<file path="config.mk">
export PLATFORM = sky130hd
export DESIGN_NAME = pisc_idle_ctrl
export DESIGN_NICKNAME = d
export VERILOG_FILES = /design/src/pisc_pkg.sv /design/src/pisc_idle_ctrl.sv
export VERILOG_INCLUDE_DIRS = /design/src
export SDC_FILE = /design/constraint.sdc
export NUM_CORES = 1
export LEC_CHECK = 0
export ABC_CLOCK_PERIOD_IN_PS = 5050
export BUFFER_PORTS_ARGS = -buffer_cell sky130_fd_sc_hd__buf_2
export CORE_UTILIZATION = 44
export DETAILED_ROUTE_END_ITERATION = 8
export GPL_ROUTABILITY_DRIVEN = 0
export PLACE_DENSITY = 0.91
export SYNTH_ARGS = -nofsm -noshare
export SYNTH_HDL_FRONTEND = slang
export SYNTH_SLANG_ARGS = --single-unit
</file>
<file path="constraint.sdc">
create_clock -name CLOCK -period 5.05 [get_ports CLOCK]
set_input_delay 1.01 -clock CLOCK [delete_from_list [all_inputs] [get_ports CLOCK]]
set_output_delay 1.01 -clock CLOCK [all_outputs]
set_load 0.01 [all_outputs]
</file>
<file path="src/pisc_cfg.svh">
`ifndef PISC_CFG_SVH
`define PISC_CFG_SVH

// Register byte offsets
`define PISC_OFF_LVL2 12'h004
`define PISC_OFF_LVL3 12'h005
`define PISC_OFF_SECOND_PM_CONTROL_REG 12'h020
`define PISC_OFF_STS_A 12'h000
`define PISC_OFF_STS_B 12'h00C
`define PISC_OFF_CTRL 12'h010
`define PISC_OFF_LAT 12'h014

// Register indices (printed offsets are not all multiples of four)
`define PISC_IDX_STS_A 12'h000
`define PISC_IDX_LVL2 12'h004
`define PISC_IDX_LVL3 12'h005
`define PISC_IDX_STS_B 12'h003
`define PISC_IDX_CTRL 12'h008
`define PISC_IDX_LAT 12'h009
`define PISC_IDX_SECOND_PM_CONTROL_REG 12'h00C

// Field positions
`define PISC_ARBITRATION_DISABLE_BIT_BIT 0
`define PISC_BUS_MASTER_ACTIVITY_FLAG_BIT 4
`define PISC_BUS_MASTER_RELOAD_ENABLE_BIT 1
`define PISC_C2_EN_BIT 2
`define PISC_C3_EN_BIT 3

// Reset values
`define PISC_SECOND_PM_CONTROL_REG_RST 1'b0
`define PISC_CTRL_RST 4'h0

// Worst-case latencies in ns, reported to software
`define PISC_C2_LAT_NS 16'h0064
`define PISC_C3_LAT_NS 16'h03E8

`endif

</file>
<file path="src/pisc_pkg.sv">
package pisc_pkg;

  typedef enum logic [3:0] {
    PISC_RUN = 4'b0001,
    PISC_HALT = 4'b0010,
    PISC_IDLE2 = 4'b0100,
    PISC_IDLE3 = 4'b1000
  } pisc_state_t;

  typedef struct packed {
    logic psel;
    logic penable;
    logic pwrite;
    logic [11:0] paddr;
    logic [31:0] pwdata;
  } pisc_apb_req_t;

  typedef struct packed {
    logic pready;
    logic pslverr;
    logic [31:0] prdata;
  } pisc_apb_rsp_t;

endpackage

</file>
<file path="src/pisc_idle_ctrl.sv">
// Implementation choices: the APB interface to the registers and the placing of the registers.
`timescale 1ns/1ps
`include "pisc_cfg.svh"

// Notes on behaviour
// - Halt state always supported, with negligible entry and exit latency.
// - No instruction execution in any idle state; running state executes.
// - Hardware may exit idle anytime; always exits when an interrupt is pending.
// - Interrupts stay enabled in halt so a pending one wakes the processor.
// - Reading the level-two entry register enters the second idle state.
// - Reading the level-three entry register enters the third idle state.
// - Worst-case latencies of second and third states are readable by software.
// - Entering an idle state has no other software-visible effect.
// - In third idle state caches keep contents and ignore snoops.
// - Third state exits on bus-master request when reload enable is set.
// - Arbitration-disable bit in second control register blocks all bus-master grants.
// - Bus-master activity flag appears in both status groups; software ORs them.
module pisc_idle_ctrl
  import pisc_pkg::*;
(
  input wire logic CLOCK,
  input wire logic RST_B,
  input wire pisc_pkg::pisc_apb_req_t APB_REQ,
  output pisc_pkg::pisc_apb_rsp_t APB_RSP,
  input wire logic HALT_REQ,
  input wire logic IRQ_PENDING,
  input wire logic BM_REQ,
  output logic BM_GRANT,
  output logic CPU_RUN,
  output logic CACHE_SNOOP_EN,
  output logic [3:0] IDLE_STATE
);
  import pisc_pkg::*;

  logic rst_meta;
  logic rst_sync_b;
  localparam int SYNC_N = 2;
  wire [SYNC_N-1:0] async_in = {BM_REQ, IRQ_PENDING};
  logic [2:0] sync_pipe [SYNC_N];
  logic sync_level [SYNC_N];
  logic irq_level;
  logic bm_level;
  pisc_state_t state;
  pisc_state_t next_state;
  logic arbitration_disable_bit;
  logic bus_master_reload_enable;
  logic c2_en;
  logic c3_en;
  logic bus_master_activity_flag;
  logic pready;
  logic [31:0] prdata;
  logic pslverr;
  logic entry_wait;
  logic next_entry_wait;
  logic next_arbitration_disable_bit;
  logic next_bm_grant;
  logic next_cpu_run;
  logic next_snoop_en;

  // Accepted write to one decoded register
  function automatic logic wr_hit(input pisc_apb_req_t r, input logic ready, input logic hit);
    return r.psel && r.penable && r.pwrite && ready && hit;
  endfunction

  // Only the running state lets the processor fetch
  function automatic logic state_runs(input pisc_state_t s);
    return s == PISC_RUN;
  endfunction

  // Reset release through two flops
  always_ff @(posedge CLOCK or negedge RST_B) begin
    if (!RST_B) begin
      rst_meta <= 1'b0;
      rst_sync_b <= 1'b0;
    end else begin
      rst_meta <= 1'b1;
      rst_sync_b <= rst_meta;
    end
  end

  // Three-flop input sync; a change counts once stages two and three agree
  genvar gi;
  generate
    for (gi = 0; gi < SYNC_N; gi = gi + 1) begin : g_sync
      always_ff @(posedge CLOCK or negedge rst_sync_b) begin
        if (!rst_sync_b) begin
          sync_pipe[gi] <= 3'h0;
          sync_level[gi] <= 1'b0;
        end else begin
          sync_pipe[gi] <= {sync_pipe[gi][1:0], async_in[gi]};
          if (sync_pipe[gi][1] == sync_pipe[gi][2]) begin
            sync_level[gi] <= sync_pipe[gi][2];
          end
        end
      end
    end
  endgenerate
  assign irq_level = sync_level[0];
  assign bm_level = sync_level[1];

  // Address decode by register index
  wire [11:0] reg_idx = {2'h0, APB_REQ.paddr[11:2]};
  wire access = APB_REQ.psel && APB_REQ.penable;
  wire hit_sts_a = (reg_idx == `PISC_IDX_STS_A);
  wire hit_sts_b = (reg_idx == `PISC_IDX_STS_B);
  wire hit_lvl2 = (reg_idx == `PISC_IDX_LVL2);
  wire hit_lvl3 = (reg_idx == `PISC_IDX_LVL3);
  wire hit_ctrl = (reg_idx == `PISC_IDX_CTRL);
  wire hit_lat = (reg_idx == `PISC_IDX_LAT);
  wire hit_pm2 = (reg_idx == `PISC_IDX_SECOND_PM_CONTROL_REG);
  wire hit_any = hit_sts_a | hit_sts_b | hit_lvl2 | hit_lvl3 | hit_ctrl | hit_lat | hit_pm2;
  wire entry_rd = access && !APB_REQ.pwrite && (hit_lvl2 || hit_lvl3);
  wire is_running = state_runs(state);
  wire bm_wake = bus_master_reload_enable && bm_level;
  // An entry read opens one idle period per transfer
  wire entry_new = entry_rd && !entry_wait;
  wire lvl3_go = entry_new && hit_lvl3 && c3_en;
  wire lvl2_go = entry_new && hit_lvl2 && c2_en;

  // Wake conditions per idle depth
  wire wake_shallow = irq_level;
  wire wake_deep = irq_level || bm_wake;

  // Idle state machine
  always_comb begin
    next_state = state;
    case (state)
      PISC_RUN: begin
        if (lvl3_go) begin
          next_state = PISC_IDLE3;
        end else if (lvl2_go) begin
          next_state = PISC_IDLE2;
        end else if (entry_new) begin
          // Unsupported deeper state falls back to halt
          next_state = PISC_HALT;
        end else if (HALT_REQ && !irq_level) begin
          next_state = PISC_HALT;
        end
      end
      PISC_HALT: begin
        if (wake_shallow) begin
          next_state = PISC_RUN;
        end
      end
      PISC_IDLE2: begin
        if (wake_shallow) begin
          next_state = PISC_RUN;
        end
      end
      PISC_IDLE3: begin
        if (wake_deep) begin
          next_state = PISC_RUN;
        end
      end
      default: begin
        next_state = PISC_RUN;
      end
    endcase
  end

  // State register
  always_ff @(posedge CLOCK or negedge rst_sync_b) begin
    if (!rst_sync_b) begin
      state <= PISC_RUN;
    end else begin
      state <= next_state;
    end
  end

  // Write decodes; the entry registers ignore writes
  wire pm2_wr = wr_hit(APB_REQ, pready, hit_pm2);
  wire ctrl_wr = wr_hit(APB_REQ, pready, hit_ctrl);
  wire sts_wr = wr_hit(APB_REQ, pready, hit_sts_a || hit_sts_b);
  wire sts_clr = sts_wr && APB_REQ.pwdata[`PISC_BUS_MASTER_ACTIVITY_FLAG_BIT];
  assign next_arbitration_disable_bit = pm2_wr ? APB_REQ.pwdata[`PISC_ARBITRATION_DISABLE_BIT_BIT] : arbitration_disable_bit;

  // Activity flag sticky until software writes one; new request wins
  always_ff @(posedge CLOCK or negedge rst_sync_b) begin
    if (!rst_sync_b) begin
      bus_master_activity_flag <= 1'b0;
    end else if (bm_level) begin
      bus_master_activity_flag <= 1'b1;
    end else if (sts_clr) begin
      bus_master_activity_flag <= 1'b0;
    end
  end

  // Arbitration disable
  always_ff @(posedge CLOCK or negedge rst_sync_b) begin
    if (!rst_sync_b) begin
      arbitration_disable_bit <= `PISC_SECOND_PM_CONTROL_REG_RST;
    end else begin
      arbitration_disable_bit <= next_arbitration_disable_bit;
    end
  end

  // Reload enable lets bus-master requests end the third state
  always_ff @(posedge CLOCK or negedge rst_sync_b) begin
    if (!rst_sync_b) begin
      bus_master_reload_enable <= 1'b0;
    end else if (ctrl_wr) begin
      bus_master_reload_enable <= APB_REQ.pwdata[`PISC_BUS_MASTER_RELOAD_ENABLE_BIT];
    end
  end

  // Deeper states stay off until software opts in
  always_ff @(posedge CLOCK or negedge rst_sync_b) begin
    if (!rst_sync_b) begin
      c2_en <= 1'b0;
      c3_en <= 1'b0;
    end else if (ctrl_wr) begin
      c2_en <= APB_REQ.pwdata[`PISC_C2_EN_BIT];
      c3_en <= APB_REQ.pwdata[`PISC_C3_EN_BIT];
    end
  end

  // An entry read that already idled completes on the wake instead of
  // idling again while the same transfer is still open
  always_comb begin
    next_entry_wait = entry_wait;
    if (entry_rd && is_running && entry_wait) begin
      next_entry_wait = 1'b0;
    end else if (entry_new) begin
      next_entry_wait = 1'b1;
    end
  end

  always_ff @(posedge CLOCK or negedge rst_sync_b) begin
    if (!rst_sync_b) begin
      entry_wait <= 1'b0;
    end else begin
      entry_wait <= next_entry_wait;
    end
  end

  // Entry reads stall until the processor is back in running state
  always_comb begin
    pready = 1'b1;
    if (entry_rd && !(is_running && entry_wait)) begin
      pready = 1'b0;
    end
  end

  // Read words per register; reserved bits read as zero
  logic [31:0] rd_sts;
  logic [31:0] rd_pm2;
  logic [31:0] rd_ctrl;
  wire [31:0] rd_lat = {`PISC_C3_LAT_NS, `PISC_C2_LAT_NS};
  always_comb begin
    rd_sts = 32'h0000_0000;
    rd_sts[`PISC_BUS_MASTER_ACTIVITY_FLAG_BIT] = bus_master_activity_flag;
  end
  always_comb begin
    rd_pm2 = 32'h0000_0000;
    rd_pm2[`PISC_ARBITRATION_DISABLE_BIT_BIT] = arbitration_disable_bit;
  end
  always_comb begin
    rd_ctrl = 32'h0000_0000;
    rd_ctrl[`PISC_BUS_MASTER_RELOAD_ENABLE_BIT] = bus_master_reload_enable;
    rd_ctrl[`PISC_C2_EN_BIT] = c2_en;
    rd_ctrl[`PISC_C3_EN_BIT] = c3_en;
    rd_ctrl[7:4] = state;
  end

  // Read mux; entry registers return zero, carrying no state
  always_comb begin
    prdata = 32'h0000_0000;
    if (hit_sts_a || hit_sts_b) begin
      prdata = rd_sts;
    end else if (hit_pm2) begin
      prdata = rd_pm2;
    end else if (hit_ctrl) begin
      prdata = rd_ctrl;
    end else if (hit_lat) begin
      prdata = rd_lat;
    end
  end

  always_comb begin
    pslverr = access && !hit_any;
  end

  // Bus side outputs
  always_comb begin
    APB_RSP.pready = pready;
    APB_RSP.pslverr = pslverr;
    APB_RSP.prdata = prdata;
  end

  // Output values: run and snoop decoded from the state about to be entered, grant from the next disable value
  assign next_bm_grant = bm_level && !next_arbitration_disable_bit;
  assign next_cpu_run = state_runs(next_state);
  assign next_snoop_en = (next_state != PISC_IDLE3);

  // Grant follows the next disable value, so a disabling write blocks at once
  always_ff @(posedge CLOCK or negedge rst_sync_b) begin
    if (!rst_sync_b) begin
      BM_GRANT <= 1'b0;
    end else begin
      BM_GRANT <= next_bm_grant;
    end
  end

  // Run flag low in reset so nothing fetches before the state is known
  always_ff @(posedge CLOCK or negedge rst_sync_b) begin
    if (!rst_sync_b) begin
      CPU_RUN <= 1'b0;
    end else begin
      CPU_RUN <= next_cpu_run;
    end
  end

  // Snooping is off only in reset and in the deepest state; caches keep their contents
  always_ff @(posedge CLOCK or negedge rst_sync_b) begin
    if (!rst_sync_b) begin
      CACHE_SNOOP_EN <= 1'b0;
    end else begin
      CACHE_SNOOP_EN <= next_snoop_en;
    end
  end

  // One-hot state copy, zero while in reset
  always_ff @(posedge CLOCK or negedge rst_sync_b) begin
    if (!rst_sync_b) begin
      IDLE_STATE <= 4'h0;
    end else begin
      IDLE_STATE <= next_state;
    end
  end

endmodule // pisc_idle_ctrl

</file>
==> metrics.md, run 1 <==
| Metric | Value |
|---|---|
| Status | complete, but fails checks |
| Failing checks | design-rule violations |
| # setup viols final | 0 |
| Area grow syn2layout | 11.6% |
| Hold-fix buffers, CTS | 0 |
| CTS clk-pin slew, worst paths | 120 ps |
| Hold_ws | 354 ps |
| Part of the cycle the worst path needs | 69.2% |
| Fin crit period | 3490 ps |
| Die W | 57.7 µm |
| Largest net degree at the start of global routing | 23 |
| Vias | 1,014 |
| CP startpoint kind | input port |
| Post-Syn Instances | 132 |
| DRC Markers | 6 |
| Number of synthesized register bits | 24 |
| FP Rows | 19 |
| Routed Antenna Nets | 0 |
| Io pins | 93 |
| Cells after DPL | 194 |
| Vias in the first global route | 898 |
| Warnings from Yosys | 0 |
| Tightest Hold Check Type | reg2async |
| Clock root buffer | clkbuf_4 |
| Share of cells above drive strength 1 | 36.5% |
| Worst slew margin | 44.8% |
| CP Capture Type | output pin |
| Post-cts sizing count | 0 |
| Die height | 57.7 µm |
| CTS tree | yes |
| Port bufs | 45 |
| Die area | 3330 µm² |
| RSZ-0062 raised after global routing | no |
| Worst-Skew Late Latency | 300 ps |
| Register area share after synthesis | 44.1% |
| TNS Setup | 0 ps |
| Core area | 2850 µm² |
| Initial Util | 47.8% |
| ANT cells | 0 |
| Arrival time worst endpoint | 2480 ps |
| Clock Tree Buf Depth | 2 |
| Final std cells w/o fill | 198 |
| Grt total ovfl | 0 |
| Clk sinks | 24 |
| Detailed-route wire length | 2.32 mm |
| Pwr per Cell Area | 299 nW/µm² |
| Layout Skew | 1.51 ps |
| Avg WL per Cell | 11.7 µm |
| Initial DRC Count | 30 |
| Max-cap violations | 0 |
| Setup bufs post-CTS | 0 |
| F_max | 286 MHz |
| Via density | 5.12 |
| Drt first pass iters | 8 |
| Initial antenna violation count | 0 |
| Num CTS Buffers | 3 |
| CP max FO | 6 |
| Total GRT Usage | 15.2% |
| Slew @ Worst Pin | 829 ps |
| Pleak | 0.761 nW |
| Synthesized area | 1360 µm² |
| Slew Limit Fails | 0 |
| Required time worst endpoint | 4040 ps |
| # H-tree levels | 1 |
| First-pass GRT wire length | 3.93 mm |
| Worst Path Class, Setup | in2out |
| VDD IR max | 215 µV |
| Distinct cell type count after synthesis | 38 |
| Mapped Avg Cell Area | 10.3 µm² |
| Total power | 0.000455 W |
| Final #Nets | 220 |
| Final HPWL DP | 1.87 mm |
| Final hold viol count | 0 |
[flip-flops by register name (all words and copies together), names as in the netlist]
name and count:
c3_en 1, rst_sync_b 1, rst_meta 1, BM_GRANT 1, state 1, entry_wait 1, bus_master_reload_enable 1, sync_pipe 6
CACHE_SNOOP_EN 1, CPU_RUN 1, bus_master_activity_flag 1, irq_level 1, c2_en 1, arbitration_disable_bit 1, IDLE_STATE 4, bm_level 1
[metal layers]
layer	track usage (%)	part of all wire, %	up-vias
met4	4.76	0.91	0
met3	2.01	6.6	4
li1	-	-	478
met1	20.5	43	480
met2	25.7	50	52
met5	0	0	-
[report_power, final]
group | internal (W) | switching [W]
clock network | 0.0000802 | 0.0000530
logic | 0.0000382 | 0.0000470
registers | 0.000215 | 0.0000216
[synth_stat cells]
cell | instances | area share, %
a211oi_1 | 2 | 1.1
a21oi_1 | 3 | 1.1
a22o_1 | 1 | 0.64
a32oi_1 | 1 | 0.64
and2_1 | 3 | 1.4
and2_2 | 1 | 0.55
and3_1 | 1 | 0.46
and4_2 | 1 | 0.73
and4b_1 | 1 | 0.73
buf_2 | 1 | 0.37
buf_4 | 28 | 15
clkbuf_1 | 2 | 0.55
conb_1 | 2 | 0.55
dfrtp_1 | 23 | 42
dfstp_2 | 1 | 1.9
inv_1 | 1 | 0.27
maj3_1 | 2 | 1.5
mux2_1 | 1 | 0.83
mux2_2 | 5 | 4.1
mux2i_1 | 1 | 0.73
nand2_1 | 9 | 2.5
nand2b_1 | 6 | 2.8
nand3_1 | 2 | 0.73
nand3b_1 | 1 | 0.55
nand4_2 | 1 | 0.92
nor2_1 | 7 | 1.9
nor2b_1 | 2 | 0.92
nor3_1 | 6 | 2.2
nor3_4 | 1 | 1.2
nor3b_1 | 1 | 0.55
nor4_1 | 1 | 0.46
nor4_4 | 1 | 1.6
nor4b_1 | 1 | 0.64
nor4b_4 | 1 | 1.7
o21a_1 | 4 | 2.2
o21ai_0 | 4 | 1.5
o2bb2ai_1 | 2 | 1.3
xor2_1 | 1 | 0.64
[cells by family after synthesis]
family | Yosys count | synth area share [%]
other cells | 2 | 0.551
buf+inv | 32 | 16.6
simple gates | 47 | 22.5
xor+xnor | 1 | 0.642
fa+ha+maj | 2 | 1.47
mux | 7 | 5.69
flops | 24 | 44.1
compound gates | 17 | 8.44
[worst paths after layout]
path	from	end	slack [ps]	cells after the start
min reg2reg	rst_sync_b	sync_pipe[1]	350	0
max	APB_REQ[41]	APB_RSP[25]	1560	6
min	rst_sync_b	sync_pipe[1]	350	0
max reg2reg	state[0]	entry_wait	3500	3
max in group asynchronous	rst_sync_b	IDLE_STATE[2]	4190	0
min in group CLOCK	sync_pipe[0]	sync_pipe[1]	360	0
[critical path, cell delays in order]
cell and delay [ps]:
buf_2 110, nor4_4 350, nand2_1 180, nor3_1 420, and2_1 260, buf_2 150
[cells in the final DEF, fill, tap and decap left out, types with 3 or more instances in the layout]
master,synthesis,routed
conb_1,2,19
buf_2,1,45
mux2_2,5,5
and2_1,3,3
nand2_1,9,9
a21oi_1,3,3
dfrtp_1,23,23
o21a_1,4,4
clkbuf_4,0,3
o21ai_0,4,4
nor3_1,6,6
nand2b_1,6,6
nor2_1,7,7
[cell type report]
| cell class | count | area [µm²] |
|---|---|---|
| fill | 251 | 1330 |
| sequential | 24 | 602 |
| multi-input combinational | 93 | 599 |
| timing repair buffer | 45 | 225 |
| tap | 31 | 38.8 |
| clock inverter | 1 | 30.0 |
| clock buffer | 3 | 22.5 |
| inverter | 1 | 3.75 |
[per-stage QoR]
step | setup WS, ps | cell area (µm²) | util [%]
floorplan | 1790 | 1430 | -
global placement | 1550 | 1470 | 51.5
detailed placement | 1530 | 1470 | 51.5
CTS | 1530 | 1520 | 53.3
global route | 1410 | 1520 | 53.3
finish | 1560 | 1520 | 53.3
Note: power is estimated with default switching activity, not from simulation.
==> inputs of run 2 (changes only) <==
--- a/config.mk
+++ b/config.mk
@@ -6,12 +6,12 @@
 export SDC_FILE = /design/constraint.sdc
 export NUM_CORES = 1
 export LEC_CHECK = 0
-export ABC_CLOCK_PERIOD_IN_PS = 5050
+export ABC_CLOCK_PERIOD_IN_PS = 2950
 export BUFFER_PORTS_ARGS = -buffer_cell sky130_fd_sc_hd__buf_2
-export CORE_UTILIZATION = 44
+export CORE_UTILIZATION = 37
 export DETAILED_ROUTE_END_ITERATION = 8
 export GPL_ROUTABILITY_DRIVEN = 0
-export PLACE_DENSITY = 0.91
+export PLACE_DENSITY = 0.83
 export SYNTH_ARGS = -nofsm -noshare
 export SYNTH_HDL_FRONTEND = slang
 export SYNTH_SLANG_ARGS = --single-unit
==> constraint.sdc (replaced) <==
create_clock -name CLOCK -period 2.95 [get_ports CLOCK]
set_input_delay 0.59 -clock CLOCK [delete_from_list [all_inputs] [get_ports CLOCK]]
set_output_delay 0.59 -clock CLOCK [all_outputs]
set_load 0.01 [all_outputs]
==> run 2 against run 1 <==
The flow now finishes without violations. Clock skew about the same. Clock-buffer cell count unchanged. Largest cell class unchanged. Largest power group unchanged. Setup slack got worse by 1200 ps. Sequential power rose by 70%. Via count fell by 1.4%. Utilization down 8.0 points. Non-clock buffer count unchanged.
==> metrics.md, run 2 (synthesis results as in run 1) <==
| Metric | Value |
|---|---|
| Die area | 3930 µm² (+18%) |
| Vias | 1,000 (-1.4%) |
| Slew Limit Fails | 0 (unchanged) |
| Setup bufs post-CTS | 0 (unchanged) |
| Drt first pass iters | 4 (-4) |
| # setup viols final | 0 (unchanged) |
| Post-cts sizing count | 0 (unchanged) |
| Clock root buffer | clkbuf_8 |
| Total GRT Usage | 13.1% (-2.0 points) |
| Pwr per Cell Area | 536 nW/µm² (+79%) |
| ANT cells | 0 (unchanged) |
| RR Endpoint | entry_wait |
| Pleak | 0.769 nW (+1.0%) |
| CTS tree | yes |
| Top Registers | sync_pipe x6, IDLE_STATE x4 |
| CP max FO | 6 (unchanged) |
| Via density | 4.69 (-8.3%) |
| Port bufs | 45 (unchanged) |
| Arrival time worst endpoint | 2040 ps (-440 ps) |
| Worst slew margin | 42.9% (-1.9 points) |
| Commonest non-fill, non-tap cell in the layout | buf_2 |
| CP startpoint kind | input port |
| Die W | 62.7 µm (+8.7%) |
| Tightest Hold Check Type | in2async |
| Status | completed |
| Worst Reg-to-Reg Cells | 3 (unchanged) |
| CP Capture Type | output pin |
| Reg with most FFs | sync_pipe |
| Worst Path Class, Setup | in2out |
| Core area | 3440 µm² (+21%) |
| Hold-fix buffers, CTS | 0 (unchanged) |
| Detailed-route wire length | 2.48 mm (+6.9%) |
| Dpl ws | 298 ps (-1230 ps) |
| Slew @ Worst Pin | 857 ps (+28.0 ps) |
| First-pass GRT wire length | 4.00 mm (+1.8%) |
| FP Rows | 21 (+2) |
| Number of flip-flops in the largest register | 6 (unchanged) |
| Grt total ovfl | 0 (unchanged) |
| Fin crit period | 2630 ps |
| VDD IR max | 339 µV (+57%) |
| Setup WS post-layout | 318 ps (-1240 ps) |
| Area grow syn2layout | 14.3% |
| DRC Markers | 0 (-6) |
| Initial Util | 39.6% (-8.2 points) |
| CTS clk-pin slew, worst paths | 80 ps (-40 ps) |
| Largest net degree at the start of global routing | 23 (unchanged) |
| Initial antenna violation count | 0 (unchanged) |
| Routed Antenna Nets | 0 (unchanged) |
| Final HPWL DP | 1.99 mm (+6.3%) |
| Layout Skew | 1.88 ps (+0.377 ps) |
| Final hold viol count | 0 (unchanged) |
| Vias in the first global route | 920 (+2.4%) |
| Max-cap violations | 0 (unchanged) |
| Required time worst endpoint | 2360 ps (-1680 ps) |
| Clock Tree Buf Depth | 2 (unchanged) |
| Avg WL per Cell | 11.6 µm (-0.67%) |
| R2r setup slk | 1360 ps (-2140 ps) |
| Num CTS Buffers | 3 (unchanged) |
| Share of cells above drive strength 1 | 36.5% (unchanged) |
| Worst reg2reg startpoint | state[0] |
| Commonest non-fill, non-tap cells in the layout | 45 x buf_2, 23 x dfrtp_1, 19 x conb_1 |
| F_max | 380 MHz |
| TNS Setup | 0 ps (unchanged) |
| Io pins | 93 (unchanged) |
| Clk sinks | 24 (unchanged) |
| # H-tree levels | 1 (unchanged) |
| RSZ-0062 raised after global routing | no |
| Initial DRC Count | 30 (unchanged) |
| Part of the cycle the worst path needs | 89.2% |
| Final #Nets | 220 (unchanged) |
| Die height | 62.7 µm (+8.7%) |
| Worst-Skew Late Latency | 270 ps (-30 ps) |
-- run 2: cell counts in the layout (fill, tap and decap cells not counted) --
Identical to the previous run, type by type.
-- run 2: metrics by stage --
step,instances,util (%),hold slack (ps),area [µm²],power (W)
floorplan,149,-,280,1430,0.000523
global placement,209,43.2,333,1490,0.000551
detailed placement,209,43.2,335,1490,0.000558
CTS,213,45.3,83.0,1560,0.000843
global route,213,45.3,82.1,1560,0.000874
finish,213,45.3,89.7,1560,0.000836
-- run 2: area by class of cell --
type / count / area [µm²]
Tap cell: 46 / 57.6
Fill cell: 341 / 1880
Inverter: 1 / 3.75
Clock buffer: 3 / 41.3
Sequential cell: 24 / 602
Clock inverter: 1 / 30.0
Timing Repair Buffer: 45 / 225
Multi-Input combinational cell: 93 / 599
-- run 2: worst max path at each step --
stage | startpoint | end | slack (ps) | depth (start not counted)
after floorplan | APB_REQ[41] | APB_RSP[21] | 530 | 5
after global placement | APB_REQ[41] | APB_RSP[24] | 340 | 6
after detailed placement | APB_REQ[41] | APB_RSP[23] | 300 | 6
after CTS | APB_REQ[41] | APB_RSP[23] | 300 | 6
after global routing | APB_REQ[41] | APB_RSP[22] | 170 | 6
final | APB_REQ[41] | APB_RSP[21] | 320 | 6
-- run 2: power breakdown --
part,internal [W],switching [W]
logic,0.0000654,0.0000812
registers,0.000368,0.0000349
clock network,0.000181,0.000105
total,0.000615,0.000221
-- run 2: worst max-delay path, cell delays in order --
cell	delay, ps
buf_2	110
nor4_4	340
nand2_1	180
nor3_1	410
and2_1	250
buf_2	150
-- run 2: metal layers --
layer / vias up / routed length, µm / part of all wire [%] / global-route usage [%]
met5: - / 0 / 0 / 0
met4: 0 / 25 / 1.0 / 4.36
met3: 5 / 173 / 7.0 / 3.65
met2: 47 / 1200 / 48 / 21.9
met1: 468 / 1080 / 44 / 16.3
li1: 480 / - / - / -
==> inputs of run 3 (changes only) <==
--- a/config.mk
+++ b/config.mk
@@ -6,12 +6,13 @@
 export SDC_FILE = /design/constraint.sdc
 export NUM_CORES = 1
 export LEC_CHECK = 0
+export ABC_AREA = 1
 export ABC_CLOCK_PERIOD_IN_PS = 2950
 export BUFFER_PORTS_ARGS = -buffer_cell sky130_fd_sc_hd__buf_2
 export CORE_UTILIZATION = 37
 export DETAILED_ROUTE_END_ITERATION = 8
 export GPL_ROUTABILITY_DRIVEN = 0
-export PLACE_DENSITY = 0.83
+export PLACE_DENSITY = 0.82
 export SYNTH_ARGS = -nofsm -noshare
 export SYNTH_HDL_FRONTEND = slang
 export SYNTH_SLANG_ARGS = --single-unit
==> run 3 against run 2 <==
First-iteration DRC count is 47% lower. Via count increased by 18%. Final cell count up 20%. Total power fell by 7.3%. Highest routed layer unchanged.
==> metrics.md, run 3 <==
| Metric | Value |
|---|---|
| Status | completed |
| Mapped Avg Cell Area | 8.09 µm² (-22%) |
| Slew Limit Fails | 0 (unchanged) |
| Register Area | 602 µm² (unchanged) |
| Initial Util | 39.9% (+0.28 points) |
| Final HPWL DP | 2.15 mm (+8.4%) |
| Avg WL per Cell | 10.2 µm (-12%) |
| Area grow syn2layout | 14.4% (about the same) |
| Final hold viol count | 0 (unchanged) |
| FP Rows | 21 (unchanged) |
| Worst slew margin | 42.0% (-0.87 points) |
| Grt total ovfl | 0 (unchanged) |
| Fillers | 362 (+6.2%) |
| Num CTS Buffers | 3 (unchanged) |
| Initial DRC Count | 16 (-47%) |
| Post-cts sizing count | 0 (unchanged) |
| CTS tree | yes |
| Final #Nets | 263 (+20%) |
| RSZ-0062 raised after global routing | no |
| TNS Setup | 0 ps (unchanged) |
| Commonest non-fill, non-tap cell in the layout | buf_2 |
| Async S/R FF share, synth | 100% (unchanged) |
| Top Registers | sync_pipe x6, IDLE_STATE x4 |
| Crit path from | APB_REQ[43] |
| Vias in the first global route | 1,107 (+20%) |
| Multi-input gate area | 557 µm² (-7.1%) |
| Initial antenna violation count | 0 (unchanged) |
| Via density | 4.59 (-2.2%) |
| Number of synthesized register bits | 24 (unchanged) |
| Core area | 3470 µm² (+0.76%) |
| Post-synth EDFFs | 0 (unchanged) |
| Post-Syn Instances | 171 (+30%) |
| Pwr per Cell Area | 490 nW/µm² (-8.7%) |
| Pleak | 0.883 nW (+15%) |
| Fin util | 45.6% (+0.34 points) |
| Synth Flop Type | dfrtp_1 |
| CP Capture Type | output pin |
| Crit-path cells | buf_2 > nor2_1 > nand3_4 > nor2_1 > nand2_1 > o21ai_0 > buf_2 |
| Synthesized area | 1380 µm² (+1.5%) |
| Largest net degree at the start of global routing | 23 (unchanged) |
| Number of flip-flops in the largest register | 6 (unchanged) |
| Fin crit period | 2360 ps (-270 ps) |
| Share of cells above drive strength 1 | 29.5% (-7.0 points) |
| Worst Path Class, Setup | in2out |
| Arrival time worst endpoint | 1770 ps (-270 ps) |
| Top-area cell type share of the netlist area | 41.6% (-0.61 points) |
| Tightest Hold Check Type | in2async |
| Hold-fix buffers, CTS | 0 (unchanged) |
| Reg with most FFs | sync_pipe |
| Hold_ws | 90.1 ps (+0.391 ps) |
| Clock Tree Buf Depth | 2 (unchanged) |
| Total GRT Usage | 14.5% (+1.4 points) |
| DRC Markers | 0 (unchanged) |
| First-pass GRT wire length | 4.46 mm (+12%) |
| ANT cells | 0 (unchanged) |
| Largest stage delay, worst path | 260 ps (-150 ps) |
| Layout Skew | 3.08 ps (+1.20 ps) |
| Placed Area | 1530 µm² (+2.7%) |
| Register area share after synthesis | 43.5% (-0.64 points) |
| Synth area leaders | dfrtp_1 42%, buf_4 15%, nand2_1 7.9% |
| CP startpoint kind | input port |
| Setup bufs post-CTS | 0 (unchanged) |
| VDD IR max | 234 µV (-31%) |
| Slew @ Worst Pin | 870 ps (+13.1 ps) |
| Vias | 1,176 (+18%) |
| F_max | 423 MHz (+11%) |
| Post-route cell area | 1580 µm² (+1.5%) |
| Clock root buffer | clkbuf_8 |
| Max-cap violations | 0 (unchanged) |
| Worst reg2reg startpoint | IDLE_STATE[2] |
| Worst path slowest cell | o21ai_0 |
| Synth cell count leaders | 29 x nand2_1, 28 x buf_4, 23 x dfrtp_1, 23 x nor2_1, 19 x inv_1 |
| Distinct cell type count after synthesis | 23 (-39%) |
| CTS clk-pin slew, worst paths | 80 ps (about the same) |
| Port bufs | 45 (unchanged) |
| Clk sinks | 24 (unchanged) |
| Worst Reg-to-Reg Cells | 6 (+3) |
| CP max FO | 8 (+2) |
| # setup viols final | 0 (unchanged) |
| Part of the cycle the worst path needs | 80.1% (-9.2 points) |
| Io pins | 93 (unchanged) |
| RR Endpoint | IDLE_STATE[0] |
| Die W | 63.2 µm (+0.71%) |
| Die area | 3990 µm² (+1.4%) |
| Die height | 63.2 µm (+0.71%) |
| Drt first pass iters | 4 (unchanged) |
| Routed Antenna Nets | 0 (unchanged) |
| Detailed-route wire length | 2.62 mm (+5.9%) |
| # H-tree levels | 1 (unchanged) |
| R2r setup slk | 1580 ps (+220 ps) |
| Commonest non-fill, non-tap cells in the layout | 45 x buf_2, 29 x nand2_1, 23 x dfrtp_1, 23 x nor2_1 |
| Required time worst endpoint | 2360 ps (about the same) |
| Most frequent cell after synthesis | nand2_1 |
| Worst-Skew Late Latency | 270 ps (about the same) |
| Cell taking the most area after synthesis | dfrtp_1 |
| Warnings from Yosys | 0 (unchanged) |
run 3: cell types whose count changed after synthesis, moves of 5 or more:
cell	change
a21oi_1	+5
inv_1	+18
mux2_2	-5
nand2_1	+20
nand2b_1	-6
nand3_1	+6
nand4_1	+5
nor2_1	+16
run 3: kinds of logic after synthesis:
| family | Yosys count | synth area share [%] |
|---|---|---|
| AOI/OAI and AO/OA | 19 | 8.32 |
| other | 2 | 0.543 |
| buffers and inverters | 49 | 20.9 |
| and+or+nand+nor | 75 | 25.3 |
| DFF | 24 | 43.5 |
| adders and majority gates | 2 | 1.45 |
run 3: layer usage:
| layer | global-route usage [%] | wire [µm] | vias to the layer above |
|---|---|---|---|
| met3 | 2.54 | 151 | 13 |
| met4 | 10.2 | 124 | 0 |
| met1 | 16.2 | 1100 | 543 |
| met5 | 0 | 0 | - |
| li1 | - | - | 570 |
| met2 | 24.9 | 1240 | 50 |
run 3: layout make-up:
class	instances	area share [%]
tap	46	3.64
multi-input combinational	115	35.2
inverter	21	4.98
timing repair buffer	46	14.7
clock buffer	4	3.48
sequential	24	38.0
run 3: worst max-delay path by stage:
stage / slack [ps] / depth (start not counted) / endpoint
detailed placement: 580 / 7 / APB_RSP[5]
CTS: 580 / 7 / APB_RSP[5]
global route: 450 / 7 / APB_RSP[4]
global placement: 610 / 7 / APB_RSP[5]
floorplan: 470 / 7 / APB_RSP[32]
finish: 590 / 7 / APB_RSP[5]
run 3: metrics by stage:
step | power (W) | setup slack, ps | instances
2_1_floorplan | 0.000526 | 466 | 188
3_3_place_gp | 0.000557 | 613 | 252
3_5_place_dp | 0.000561 | 581 | 252
4_1_cts | 0.000781 | 579 | 256
5_1_grt | 0.000822 | 446 | 256
6_report | 0.000775 | 588 | 256
run 3: where the power goes:
part | leakage (nW) | switching [W] | internal, W
clock network | 0.0288 | 0.000101 | 0.000119
logic | 0.584 | 0.000108 | 0.0000558
registers | 0.270 | 0.0000247 | 0.000366
total | 0.883 | 0.000233 | 0.000541
run 3: worst max-delay path, delay by kind of cell:
kind	cells	cell delay (ps)
AOI/OAI and AO/OA	1	260
and+or+nand+nor	4	640
buffers and inverters	2	280
